**src/cms_pkg.sv**
```systemverilog
package cms_pkg;
    // ****************************************
    // Register map and reset values
    // ****************************************
    localparam logic [7:0] ADDR_SETUP = 8'h0f;
    localparam logic [7:0] ADDR_TIMER = 8'h10;
    localparam logic [7:0] ADDR_DAC = 8'h11;
    localparam logic [7:0] ADDR_RESTART = 8'h00;
    localparam logic [7:0] RST_SETUP = 8'h19;
    localparam logic [7:0] RST_TIMER = 8'h00;
    localparam logic [7:0] RST_DAC = 8'hc0;
    localparam logic [7:0] READ_NONE = 8'h00;

    // ****************************************
    // Field positions
    // ****************************************
    localparam int BIT_CONST = 7;
    localparam int BIT_CMP_HI = 6;
    localparam int BIT_CMP_LO = 5;
    localparam int BIT_CONV_EN = 4;
    localparam int BIT_DAC_ON = 7;
    localparam int BIT_DAC_AUTO = 6;

    // ****************************************
    // Operating and comparator modes
    // ****************************************
    localparam logic [2:0] MD_IDLE = 3'h0;
    localparam logic [2:0] MD_CONT = 3'h1;
    localparam logic [2:0] MD_SINGLE = 3'h2;
    localparam logic [2:0] MD_SLEEP = 3'h3;
    localparam logic [1:0] CMP_NEG = 2'h0;
    localparam logic [1:0] CMP_POS = 2'h1;
    localparam logic [1:0] CMP_IN = 2'h2;
    localparam logic [1:0] CMP_OUT = 2'h3;

    // ****************************************
    // Serial slave and offset tracking
    // ****************************************
    localparam logic [7:0] WR_BYTE = 8'h90;
    localparam logic [7:0] RD_BYTE = 8'h91;
    localparam logic [3:0] BITS_PER_BYTE = 4'h8;
    localparam logic [1:0] AVG_TOP_QTR = 2'h3;
    localparam logic [1:0] AVG_LOW_QTR = 2'h0;
    localparam logic [5:0] DAC_MAX = 6'h3f;

    // ****************************************
    // Timing
    // ****************************************
    localparam longint STEP_HOURS = 4;
    localparam longint SEC_PER_HOUR = 3600;
    localparam longint CLK_HZ = 125000000;
    localparam logic [47:0] STEP_CYCLES =
        48'(STEP_HOURS * SEC_PER_HOUR * CLK_HZ);

    typedef enum logic [6:0] {
        I_IDLE = 7'h01,
        I_ADDR = 7'h02,
        I_PTR = 7'h04,
        I_WDAT = 7'h08,
        I_TACK = 7'h10,
        I_RDAT = 7'h20,
        I_RACK = 7'h40
    } cms_i2c_t;
endpackage : cms_pkg

```
**src/cms_cmp_if.sv**
```systemverilog
`timescale 1ns/1ps
interface cms_cmp_if;
    logic [15:0] data;
    logic [15:0] avg;
    logic [15:0] sens;
    logic [15:0] thr;
    logic fixed;
    logic [1:0] mode;
    logic valid;
    logic detect;
    modport core (output data, avg, sens, thr, fixed, mode, valid,
        input detect);
    modport cmp (input data, avg, sens, thr, fixed, mode, valid,
        output detect);
endinterface : cms_cmp_if

```
**src/cms_compare.sv**
```systemverilog
`timescale 1ns/1ps
module cms_compare (
    // Clock and reset
    input wire logic clk_i,
    input wire logic rst_i,
    // Comparator link
    cms_cmp_if.cmp cif
);
    typedef struct packed {
        logic detect;
    } cms_cmp_st_t;

    cms_cmp_st_t r;
    cms_cmp_st_t n;
    logic signed [17:0] d;
    logic signed [17:0] lo;
    logic signed [17:0] hi;
    logic signed [17:0] t;
    logic below;
    logic above;
    logic hit;

    // ****************************************
    // Detection decision
    // ****************************************
    always_comb begin
        d = $signed({2'b00, cif.data});
        t = $signed({2'b00, cif.thr});
        lo = $signed({2'b00, cif.avg}) - $signed({2'b00, cif.sens});
        hi = $signed({2'b00, cif.avg}) + $signed({2'b00, cif.sens});
        below = d < lo;
        above = d > hi;
        hit = 1'b0;
        if (cif.fixed) begin
            // Window codes have no fixed form
            if (cif.mode == cms_pkg::CMP_NEG) begin
                hit = d < t;
            end else if (cif.mode == cms_pkg::CMP_POS) begin
                hit = d > t;
            end
        end else begin
            case (cif.mode)
                cms_pkg::CMP_NEG: hit = below;
                cms_pkg::CMP_POS: hit = above;
                cms_pkg::CMP_IN: hit = d > lo && d < hi;
                default: hit = below || above;
            endcase
        end
        n = r;
        if (cif.valid) begin
            n.detect = hit;
        end
    end

    // State register
    always_ff @(posedge clk_i or posedge rst_i) begin
        if (rst_i) begin
            r <= '0;
        end else begin
            r <= n;
        end
    end

    assign cif.detect = r.detect;
endmodule : cms_compare

```
**src/cms_control.sv**
```systemverilog
// Notes on behaviour
// - Negative code: detect below lower limit
// - Positive code: detect above upper limit
// - In-window: detect strictly between adaptive limits
// - Out-window: detect outside adaptive limits
// - Mode zero: idle, no conversions
// - Mode one: back-to-back conversions while enabled
// - Mode two: one conversion, then idle
// - Mode three: power down, serial alive
// - Sleep timer register, reset zero
// - No detection within timeout: power down
// - Leave auto sleep only by command
// - Timeout is value times four hours
// - Timer value zero disables auto sleep
// - Offset DAC register with enable, auto
// - Setup register, reset 0x19, constant select
// - Auto DAC steps by average quarter
// - Two-wire slave at 0x90/0x91
`timescale 1ns/1ps
module cms_control #(
    parameter logic [47:0] step_cycles_p = cms_pkg::STEP_CYCLES
) (
    // Clock and reset
    input wire logic clk_i,
    input wire logic rst_i,
    // Two-wire serial pins
    input wire logic scl_i,
    input wire logic sda_i,
    output logic sda_o,
    output logic sda_oe_o,
    // Converter core
    input wire logic [15:0] conv_data_i,
    input wire logic [15:0] avg_data_i,
    input wire logic [15:0] sens_i,
    input wire logic [15:0] thresh_i,
    input wire logic conv_done_i,
    output logic conv_start_o,
    output logic powerdown_o,
    output logic detect_o,
    // Offset capacitance DAC
    output logic offset_dac_on_o,
    output logic [5:0] offset_dac_code_o
);
    typedef struct packed {
        logic scl1;
        logic scl2;
        logic scl3;
        logic sda1;
        logic sda2;
        logic sda3;
        logic scl;
        logic sda;
        cms_pkg::cms_i2c_t st;
        cms_pkg::cms_i2c_t ack_nx;
        logic [3:0] cnt;
        logic [7:0] sh;
        logic rw;
        logic nak;
        logic [7:0] ptr;
        logic oe;
        logic [7:0] setup;
        logic [7:0] timer;
        logic [7:0] dac;
        logic busy;
        logic start;
        logic pd;
        logic [47:0] cyc;
        logic [5:0] steps;
    } cms_ctl_st_t;

    cms_ctl_st_t r;
    cms_ctl_st_t n;
    logic scl_rise;
    logic scl_fall;
    logic bus_start;
    logic bus_stop;
    logic wr_en;
    logic done;
    logic [2:0] mode;
    logic [5:0] tmo;
    logic [7:0] rd_next;
    cms_cmp_if cif();

    // ****************************************
    // Comparator hookup
    // ****************************************
    assign cif.data = conv_data_i;
    assign cif.avg = avg_data_i;
    assign cif.sens = sens_i;
    assign cif.thr = thresh_i;
    assign cif.fixed = r.setup[cms_pkg::BIT_CONST];
    assign cif.mode = {r.setup[cms_pkg::BIT_CMP_HI],
        r.setup[cms_pkg::BIT_CMP_LO]};
    assign cif.valid = done;

    cms_compare u_cmp (
        .clk_i(clk_i),
        .rst_i(rst_i),
        .cif(cif)
    );

    // Register read decode
    function automatic logic [7:0] rd_reg(input cms_ctl_st_t s,
        input logic [7:0] a);
        if (a == cms_pkg::ADDR_SETUP) begin
            rd_reg = s.setup;
        end else if (a == cms_pkg::ADDR_TIMER) begin
            rd_reg = s.timer;
        end else if (a == cms_pkg::ADDR_DAC) begin
            rd_reg = s.dac;
        end else begin
            rd_reg = cms_pkg::READ_NONE;
        end
    endfunction : rd_reg

    // ****************************************
    // Next state
    // ****************************************
    always_comb begin
        n = r;
        n.start = 1'b0;
        wr_en = 1'b0;
        mode = r.setup[2:0];
        tmo = r.timer[5:0];
        done = r.busy && conv_done_i;
        rd_next = rd_reg(r, r.ptr + 8'h01);
        // Pin synchronisers, change taken when stages agree
        n.scl1 = scl_i;
        n.scl2 = r.scl1;
        n.scl3 = r.scl2;
        n.sda1 = sda_i;
        n.sda2 = r.sda1;
        n.sda3 = r.sda2;
        if (r.scl2 == r.scl3) begin
            n.scl = r.scl2;
        end
        if (r.sda2 == r.sda3) begin
            n.sda = r.sda2;
        end
        scl_rise = n.scl && !r.scl;
        scl_fall = !n.scl && r.scl;
        bus_start = r.scl && n.scl && r.sda && !n.sda;
        bus_stop = r.scl && n.scl && !r.sda && n.sda;

        // Serial slave engine
        if (bus_start) begin
            n.st = cms_pkg::I_ADDR;
            n.cnt = 4'h0;
            n.oe = 1'b0;
        end else if (bus_stop) begin
            if (r.rw) begin
                n.ptr = cms_pkg::ADDR_RESTART;
            end
            n.rw = 1'b0;
            n.st = cms_pkg::I_IDLE;
            n.oe = 1'b0;
        end else begin
            case (r.st)
                cms_pkg::I_ADDR, cms_pkg::I_PTR, cms_pkg::I_WDAT: begin
                    if (scl_rise) begin
                        n.sh = {r.sh[6:0], n.sda};
                        n.cnt = r.cnt + 4'h1;
                    end
                    if (scl_fall && r.cnt == cms_pkg::BITS_PER_BYTE) begin
                        n.cnt = 4'h0;
                        n.oe = 1'b1;
                        n.st = cms_pkg::I_TACK;
                        n.ack_nx = cms_pkg::I_WDAT;
                        if (r.st == cms_pkg::I_ADDR) begin
                            if (r.sh[7:1] != cms_pkg::WR_BYTE[7:1]) begin
                                n.st = cms_pkg::I_IDLE;
                                n.oe = 1'b0;
                            end else begin
                                n.rw = r.sh[0];
                                n.ack_nx = r.sh[0] ? cms_pkg::I_RDAT :
                                    cms_pkg::I_PTR;
                            end
                        end else if (r.st == cms_pkg::I_PTR) begin
                            n.ptr = r.sh;
                        end else begin
                            wr_en = 1'b1;
                            n.ptr = r.ptr + 8'h01;
                        end
                    end
                end
                cms_pkg::I_TACK: begin
                    if (scl_fall) begin
                        n.st = r.ack_nx;
                        n.oe = 1'b0;
                        if (r.ack_nx == cms_pkg::I_RDAT) begin
                            n.sh = rd_reg(r, r.ptr);
                            n.oe = !n.sh[7];
                        end
                    end
                end
                cms_pkg::I_RDAT: begin
                    if (scl_rise) begin
                        n.cnt = r.cnt + 4'h1;
                    end
                    if (scl_fall) begin
                        if (r.cnt == cms_pkg::BITS_PER_BYTE) begin
                            n.oe = 1'b0;
                            n.cnt = 4'h0;
                            n.st = cms_pkg::I_RACK;
                        end else begin
                            n.sh = {r.sh[6:0], 1'b0};
                            n.oe = !r.sh[6];
                        end
                    end
                end
                cms_pkg::I_RACK: begin
                    if (scl_rise) begin
                        n.nak = n.sda;
                    end
                    if (scl_fall) begin
                        if (r.nak) begin
                            n.st = cms_pkg::I_IDLE;
                        end else begin
                            n.ptr = r.ptr + 8'h01;
                            n.sh = rd_next;
                            n.oe = !rd_next[7];
                            n.st = cms_pkg::I_RDAT;
                        end
                    end
                end
                default: begin
                    n.st = cms_pkg::I_IDLE;
                end
            endcase
        end

        // Conversion sequencing
        if (done) begin
            n.busy = 1'b0;
            if (mode == cms_pkg::MD_SINGLE) begin
                n.setup[2:0] = cms_pkg::MD_IDLE;
            end
            // Offset tracking on each finished conversion
            if (r.dac[cms_pkg::BIT_DAC_ON] && r.dac[cms_pkg::BIT_DAC_AUTO]
                && !r.setup[cms_pkg::BIT_CONST]) begin
                if (avg_data_i[15:14] == cms_pkg::AVG_TOP_QTR &&
                    r.dac[5:0] != cms_pkg::DAC_MAX) begin
                    n.dac[5:0] = r.dac[5:0] + 6'h01;
                end else if (avg_data_i[15:14] == cms_pkg::AVG_LOW_QTR &&
                    r.dac[5:0] != 6'h00) begin
                    n.dac[5:0] = r.dac[5:0] - 6'h01;
                end
            end
        end else if (!r.busy && r.setup[cms_pkg::BIT_CONV_EN] &&
            (mode == cms_pkg::MD_CONT || mode == cms_pkg::MD_SINGLE)) begin
            n.start = 1'b1;
            n.busy = 1'b1;
        end

        // Auto sleep timeout, counted in four-hour steps
        if (tmo == 6'h00 || mode == cms_pkg::MD_SLEEP || cif.detect) begin
            n.cyc = 48'h0;
            n.steps = 6'h00;
        end else if (r.cyc == step_cycles_p - 48'h1) begin
            n.cyc = 48'h0;
            n.steps = r.steps + 6'h01;
            if (r.steps + 6'h01 == tmo) begin
                n.steps = 6'h00;
                n.setup[2:0] = cms_pkg::MD_SLEEP;
            end
        end else begin
            n.cyc = r.cyc + 48'h1;
        end

        // Host writes override hardware updates
        if (wr_en) begin
            if (r.ptr == cms_pkg::ADDR_SETUP) begin
                n.setup = r.sh;
            end else if (r.ptr == cms_pkg::ADDR_TIMER) begin
                n.timer = r.sh;
                n.cyc = 48'h0;
                n.steps = 6'h00;
            end else if (r.ptr == cms_pkg::ADDR_DAC) begin
                n.dac = r.sh;
            end
        end
        // Only a register write leaves sleep
        n.pd = n.setup[2:0] == cms_pkg::MD_SLEEP;
    end

    // State register
    always_ff @(posedge clk_i or posedge rst_i) begin
        if (rst_i) begin
            r <= '0;
            r.scl1 <= 1'b1;
            r.scl2 <= 1'b1;
            r.scl3 <= 1'b1;
            r.sda1 <= 1'b1;
            r.sda2 <= 1'b1;
            r.sda3 <= 1'b1;
            r.scl <= 1'b1;
            r.sda <= 1'b1;
            r.st <= cms_pkg::I_IDLE;
            r.ack_nx <= cms_pkg::I_IDLE;
            r.setup <= cms_pkg::RST_SETUP;
            r.timer <= cms_pkg::RST_TIMER;
            r.dac <= cms_pkg::RST_DAC;
        end else begin
            r <= n;
        end
    end

    // ****************************************
    // Outputs
    // ****************************************
    assign sda_o = 1'b0;
    assign sda_oe_o = r.oe;
    assign conv_start_o = r.start;
    assign powerdown_o = r.pd;
    assign detect_o = cif.detect;
    assign offset_dac_on_o = r.dac[cms_pkg::BIT_DAC_ON];
    assign offset_dac_code_o = r.dac[5:0];
endmodule : cms_control

```
**config.mk**
```make
export PLATFORM = sky130hd
export DESIGN_NAME = cms_control
export DESIGN_NICKNAME = d
export VERILOG_FILES = /design/src/cms_pkg.sv /design/src/cms_cmp_if.sv /design/src/cms_compare.sv /design/src/cms_control.sv
export SDC_FILE = /design/constraint.sdc
export NUM_CORES = 1
export LEC_CHECK = 0
export CORE_AREA = 4 4 200 202
export DETAILED_ROUTE_END_ITERATION = 10
export DIE_AREA = 0 0 204 206
export DONT_BUFFER_PORTS = 1
export PLACE_DENSITY = 0.37
export SLEW_MARGIN = 15
export SYNTH_ARGS = -nofsm -noshare
export SYNTH_HDL_FRONTEND = slang
export SYNTH_SLANG_ARGS = --single-unit
```
**constraint.sdc**
```tcl
create_clock -name clk_i -period 3.86 [get_ports clk_i]
set_input_delay 0.386 -clock clk_i [delete_from_list [all_inputs] [get_ports clk_i]]
set_output_delay 0.386 -clock clk_i [all_outputs]
set_load 0.02 [all_outputs]
```
==> impl_metrics.env <==
export IMPL_die_area_um2=42000
export IMPL_path_max_fanout=3
export IMPL_grt_usage_pct=12.9
export IMPL_yosys_warnings=0
export IMPL_worst_slew_pin_slew_ps=933
export IMPL_drive_gt1_share_pct=11.9
export IMPL_yosysSeqAreaShare_pct=32.9
export IMPL_switching_share_pct=27.2
export IMPL_final_setup_viol_count=0
export IMPL_grt_max_degree=91
export IMPL_drtIter0Drc=304
export IMPL_pwr_share_seq_pct=37.5
export IMPL_finalWorstSetupSlack_ps=325
export IMPL_ys_top_cells_by_count="nor2_1 (136), dfrtp_1 (109), ha_1 (92), nand2_1 (84), a21oi_1 (70)"
export IMPL_final_area_um2=10900
export IMPL_synth_mux_area_share_pct=1.88
export IMPL_finalSetupTns_ps=0
export IMPL_insertion_delay_ps=420
export IMPL_rr_startpoint="r[115]"
export IMPL_status="finished, violations left"
export IMPL_post_cts_setup_buffers=0
export IMPL_power_frac_comb_pct=16.3
export IMPL_synth_compound_area_share_pct=15.3
export IMPL_async_flop_share_pct=100
export IMPL_crit_family="compound AO/OA/AOI/OAI gates"
export IMPL_grt_pass1_vias=7879
export IMPL_rows=72
export IMPL_synth_avg_cell_area_um2=8.82
export IMPL_finalMaxSlewViolations=0
export IMPL_post_synth_top_count_cell="nor2_1"
export IMPL_p_sw_uw=1010
export IMPL_cp_slowest_cell="or3_1"
export IMPL_critPathArrivalTime_ps=3810
export IMPL_fin_hold_ws_ps=-36.7
export IMPL_p_leak_uw=0.00462
export IMPL_detail_route_first_pass_iterations=7
export IMPL_antenna_found_initial=0
export IMPL_gp_congestion=0.776
export IMPL_crit_buf_inv=1
export IMPL_clk_pin_slew_worst_paths_ps=60
export IMPL_max_cap_violations=0
export IMPL_cts_tree="yes"
export IMPL_layout_nets=1258
export IMPL_total_power_uw=3690
export IMPL_internal_power_uw=2690
export IMPL_placed_cell_area_um2=10200
export IMPL_fin_skew_ps=10.7
export IMPL_h_tree_depth=4
export IMPL_finalCritPeriodShare_pct=91.6
export IMPL_via_per_inst=4.75
export IMPL_rsz0062_at_grt="no"
export IMPL_routed_wl_um=27000
export IMPL_syn_inst=1077
export IMPL_numCtsBuffers=17
export IMPL_portBuffers=0
export IMPL_power_share_clock_pct=46.2
export IMPL_crit_type="in -> reg"
export IMPL_cp_start_kind="input pin"
export IMPL_grt_first_pass_wirelength_um=43500
export IMPL_synth_top_family_by_area="simple AND/OR/NAND/NOR gates"
export IMPL_period_minus_slack_ps=3530
export IMPL_final_hold_viol_count=4
export IMPL_dieWidth_um=204
export IMPL_wl_per_cell_um=16.6
export IMPL_synth_edf_count=0
export IMPL_cts_sinks=124
export IMPL_chipHeight_um=206
export IMPL_required_ps=4140
export IMPL_synth_largest_area_cell="dfrtp_1"
export IMPL_drtAntennaViolNets=0
export IMPL_end_kind="flop"
export IMPL_num_vias=7720
export IMPL_cts_buffer_depth=2
export IMPL_nFillCells=4111
export IMPL_synth_area_um2=9500
export IMPL_synth_xor_xnor_area_share_pct=9.41
export IMPL_slowest_delay_ps=380
export IMPL_ioPinCount=81
export IMPL_syn_nets=1240
export IMPL_cp_cell_sequence="inv_1, ha_1, nor2b_1, o21ai_0, a21o_1, a211oi_1, or3_1, a21oi_1, xor2_1, ha_1, a21oi_1, nor2_1, a2111oi_0, nor2_1, a211oi_2, a41oi_1, o311ai_0, a31oi_1"
export IMPL_clock_root_buffer="clkbuf_16"
export IMPL_synthAdderAreaFrac_pct=12.8
export IMPL_synth_top_area_share_pct=28.7
export IMPL_power_density_nw_per_um2=340
export IMPL_fmax_mhz=283
export IMPL_r2r_slack_ps=1030
export IMPL_initial_core_util_pct=24.8
export IMPL_failed_checks="hold timing"
export IMPL_slew_headroom_pct=37.5
export IMPL_synth_ff_type="dfrtp_1"
export IMPL_pre_cts_ws_ps=-204
export IMPL_drc=0
export IMPL_vdd_ir_drop_worst_mv=0.309
export IMPL_dp_hpwl_um=20800
export IMPL_area_growth_pct=14.5
export IMPL_ys_seq_elements=124
export IMPL_gr_total_overflow=0
export IMPL_diodes=0
export IMPL_yosysUniqueCellTypes=84
export IMPL_utilization_pct=28.4
export IMPL_crit_path_start="sens_i[1]"
export IMPL_hold_path_class="in -> async"
export IMPL_synthTopCellsByArea="dfrtp_1 (29%), ha_1 (12%), nor2_1 (5.4%)"
export IMPL_yosys_area_share_simple_pct=23.0
export IMPL_core_um2=38300
[per-layer routing]
metal  part of all wire, %  wire (um)  global-route usage [%]  vias up
met5                     0          0                       0        -
met4                   1.8        482                    3.45        0
met3                   4.6       1240                    2.78       35
li1                      -          -                       -     3856
met2                    48      12900                    22.1      151
met1                    46      12400                    16.6     3678
[logic make-up (layout without fill, tap and decap cells)]
| kind of cell | count (synthesis) | after routing |
|---|---|---|
| xor gates and xnor gates | 102 | 102 |
| AOI/OAI and AO/OA | 217 | 217 |
| other | 1 | 1 |
| adders and majority gates | 96 | 96 |
| buffers and inverters | 105 | 136 |
| and+or+nand+nor | 416 | 416 |
| muxes | 16 | 16 |
| DFF | 124 | 124 |
[metrics by stage]
step | hold WS (ps) | instances
final | -36.7 | 1626
after global placement | 347 | 1592
after global routing | 61.1 | 1626
after CTS | 44.4 | 1626
after floorplan | 345 | 1077
after detailed placement | 347 | 1592
[final cells by class]
type	count	area, um^2	share of cell area [%]
multi-input combinational	848	5930	54.6
sequential	124	3120	28.7
tap	518	648	5.96
clock buffer	18	429	3.95
timing repair buffer	35	280	2.58
inverter	69	264	2.43
clock inverter	14	194	1.78
[power by group through the flow]
stage,Clock [uW],Combinational [uW],Sequential [uW]
2_1_floorplan,0,439,1380
3_3_place_gp,0,612,1410
3_5_place_dp,0,607,1410
4_1_cts,1750,613,1390
5_1_grt,1810,701,1390
6_report,1700,602,1390
[final timing paths]
kind	end	cells past startpoint
max in group asynchronous	mode[0]	2
worst max-delay path	u_cmp.cif.detect	18
worst min-delay path	r[11]	1
worst max register to register	r[98]	7
worst min register to register	n[120]	0
min in group clk_i	r[56]	2
[repair_timing]
item / CTS / global route
gates resized for setup: 0 / 1
hold endpoints to repair: 2 / 0
hold buffers: 2 / 0
endpoints found under the setup margin: 0 / 1
[flip-flops by register name (all words and copies together) (netlist names)]
signal,flops
cif.fixed,1
cif.mode,2
conv_start_o,1
mode,3
n,4
offset_dac_code_o,6
offset_dac_on_o,1
powerdown_o,1
r,103
sda_oe_o,1
u_cmp.cif.detect,1
[layout by cell type, fill, tap and decap left out, types with 5 or more instances in the layout]
| cell type | n |
|---|---|
| ha_1 | 92 |
| o21a_1 | 12 |
| and4_1 | 8 |
| a22oi_1 | 12 |
| nand2b_1 | 9 |
| nor4_1 | 7 |
| o31ai_1 | 6 |
| nand2_1 | 84 |
| inv_1 | 68 |
| buf_4 | 32 |
| nor3_1 | 26 |
| xor2_1 | 52 |
| a21oi_1 | 70 |
| o211ai_1 | 11 |
| nand3b_1 | 5 |
| dfstp_2 | 15 |
| nand3_1 | 45 |
| nor2b_1 | 7 |
| nor2_1 | 136 |
| clkbuf_16 | 17 |
| and3_1 | 15 |
| a31oi_1 | 5 |
| nand4_1 | 18 |
| and2_1 | 7 |
| nor4b_1 | 5 |
| dfrtp_1 | 109 |
| or3_1 | 5 |
| o22ai_1 | 5 |
| o21ai_0 | 40 |
| xnor2_1 | 50 |
| mux2_2 | 15 |
| a21o_1 | 9 |
| a222oi_1 | 7 |
Note: power is estimated with default switching activity, not from simulation.
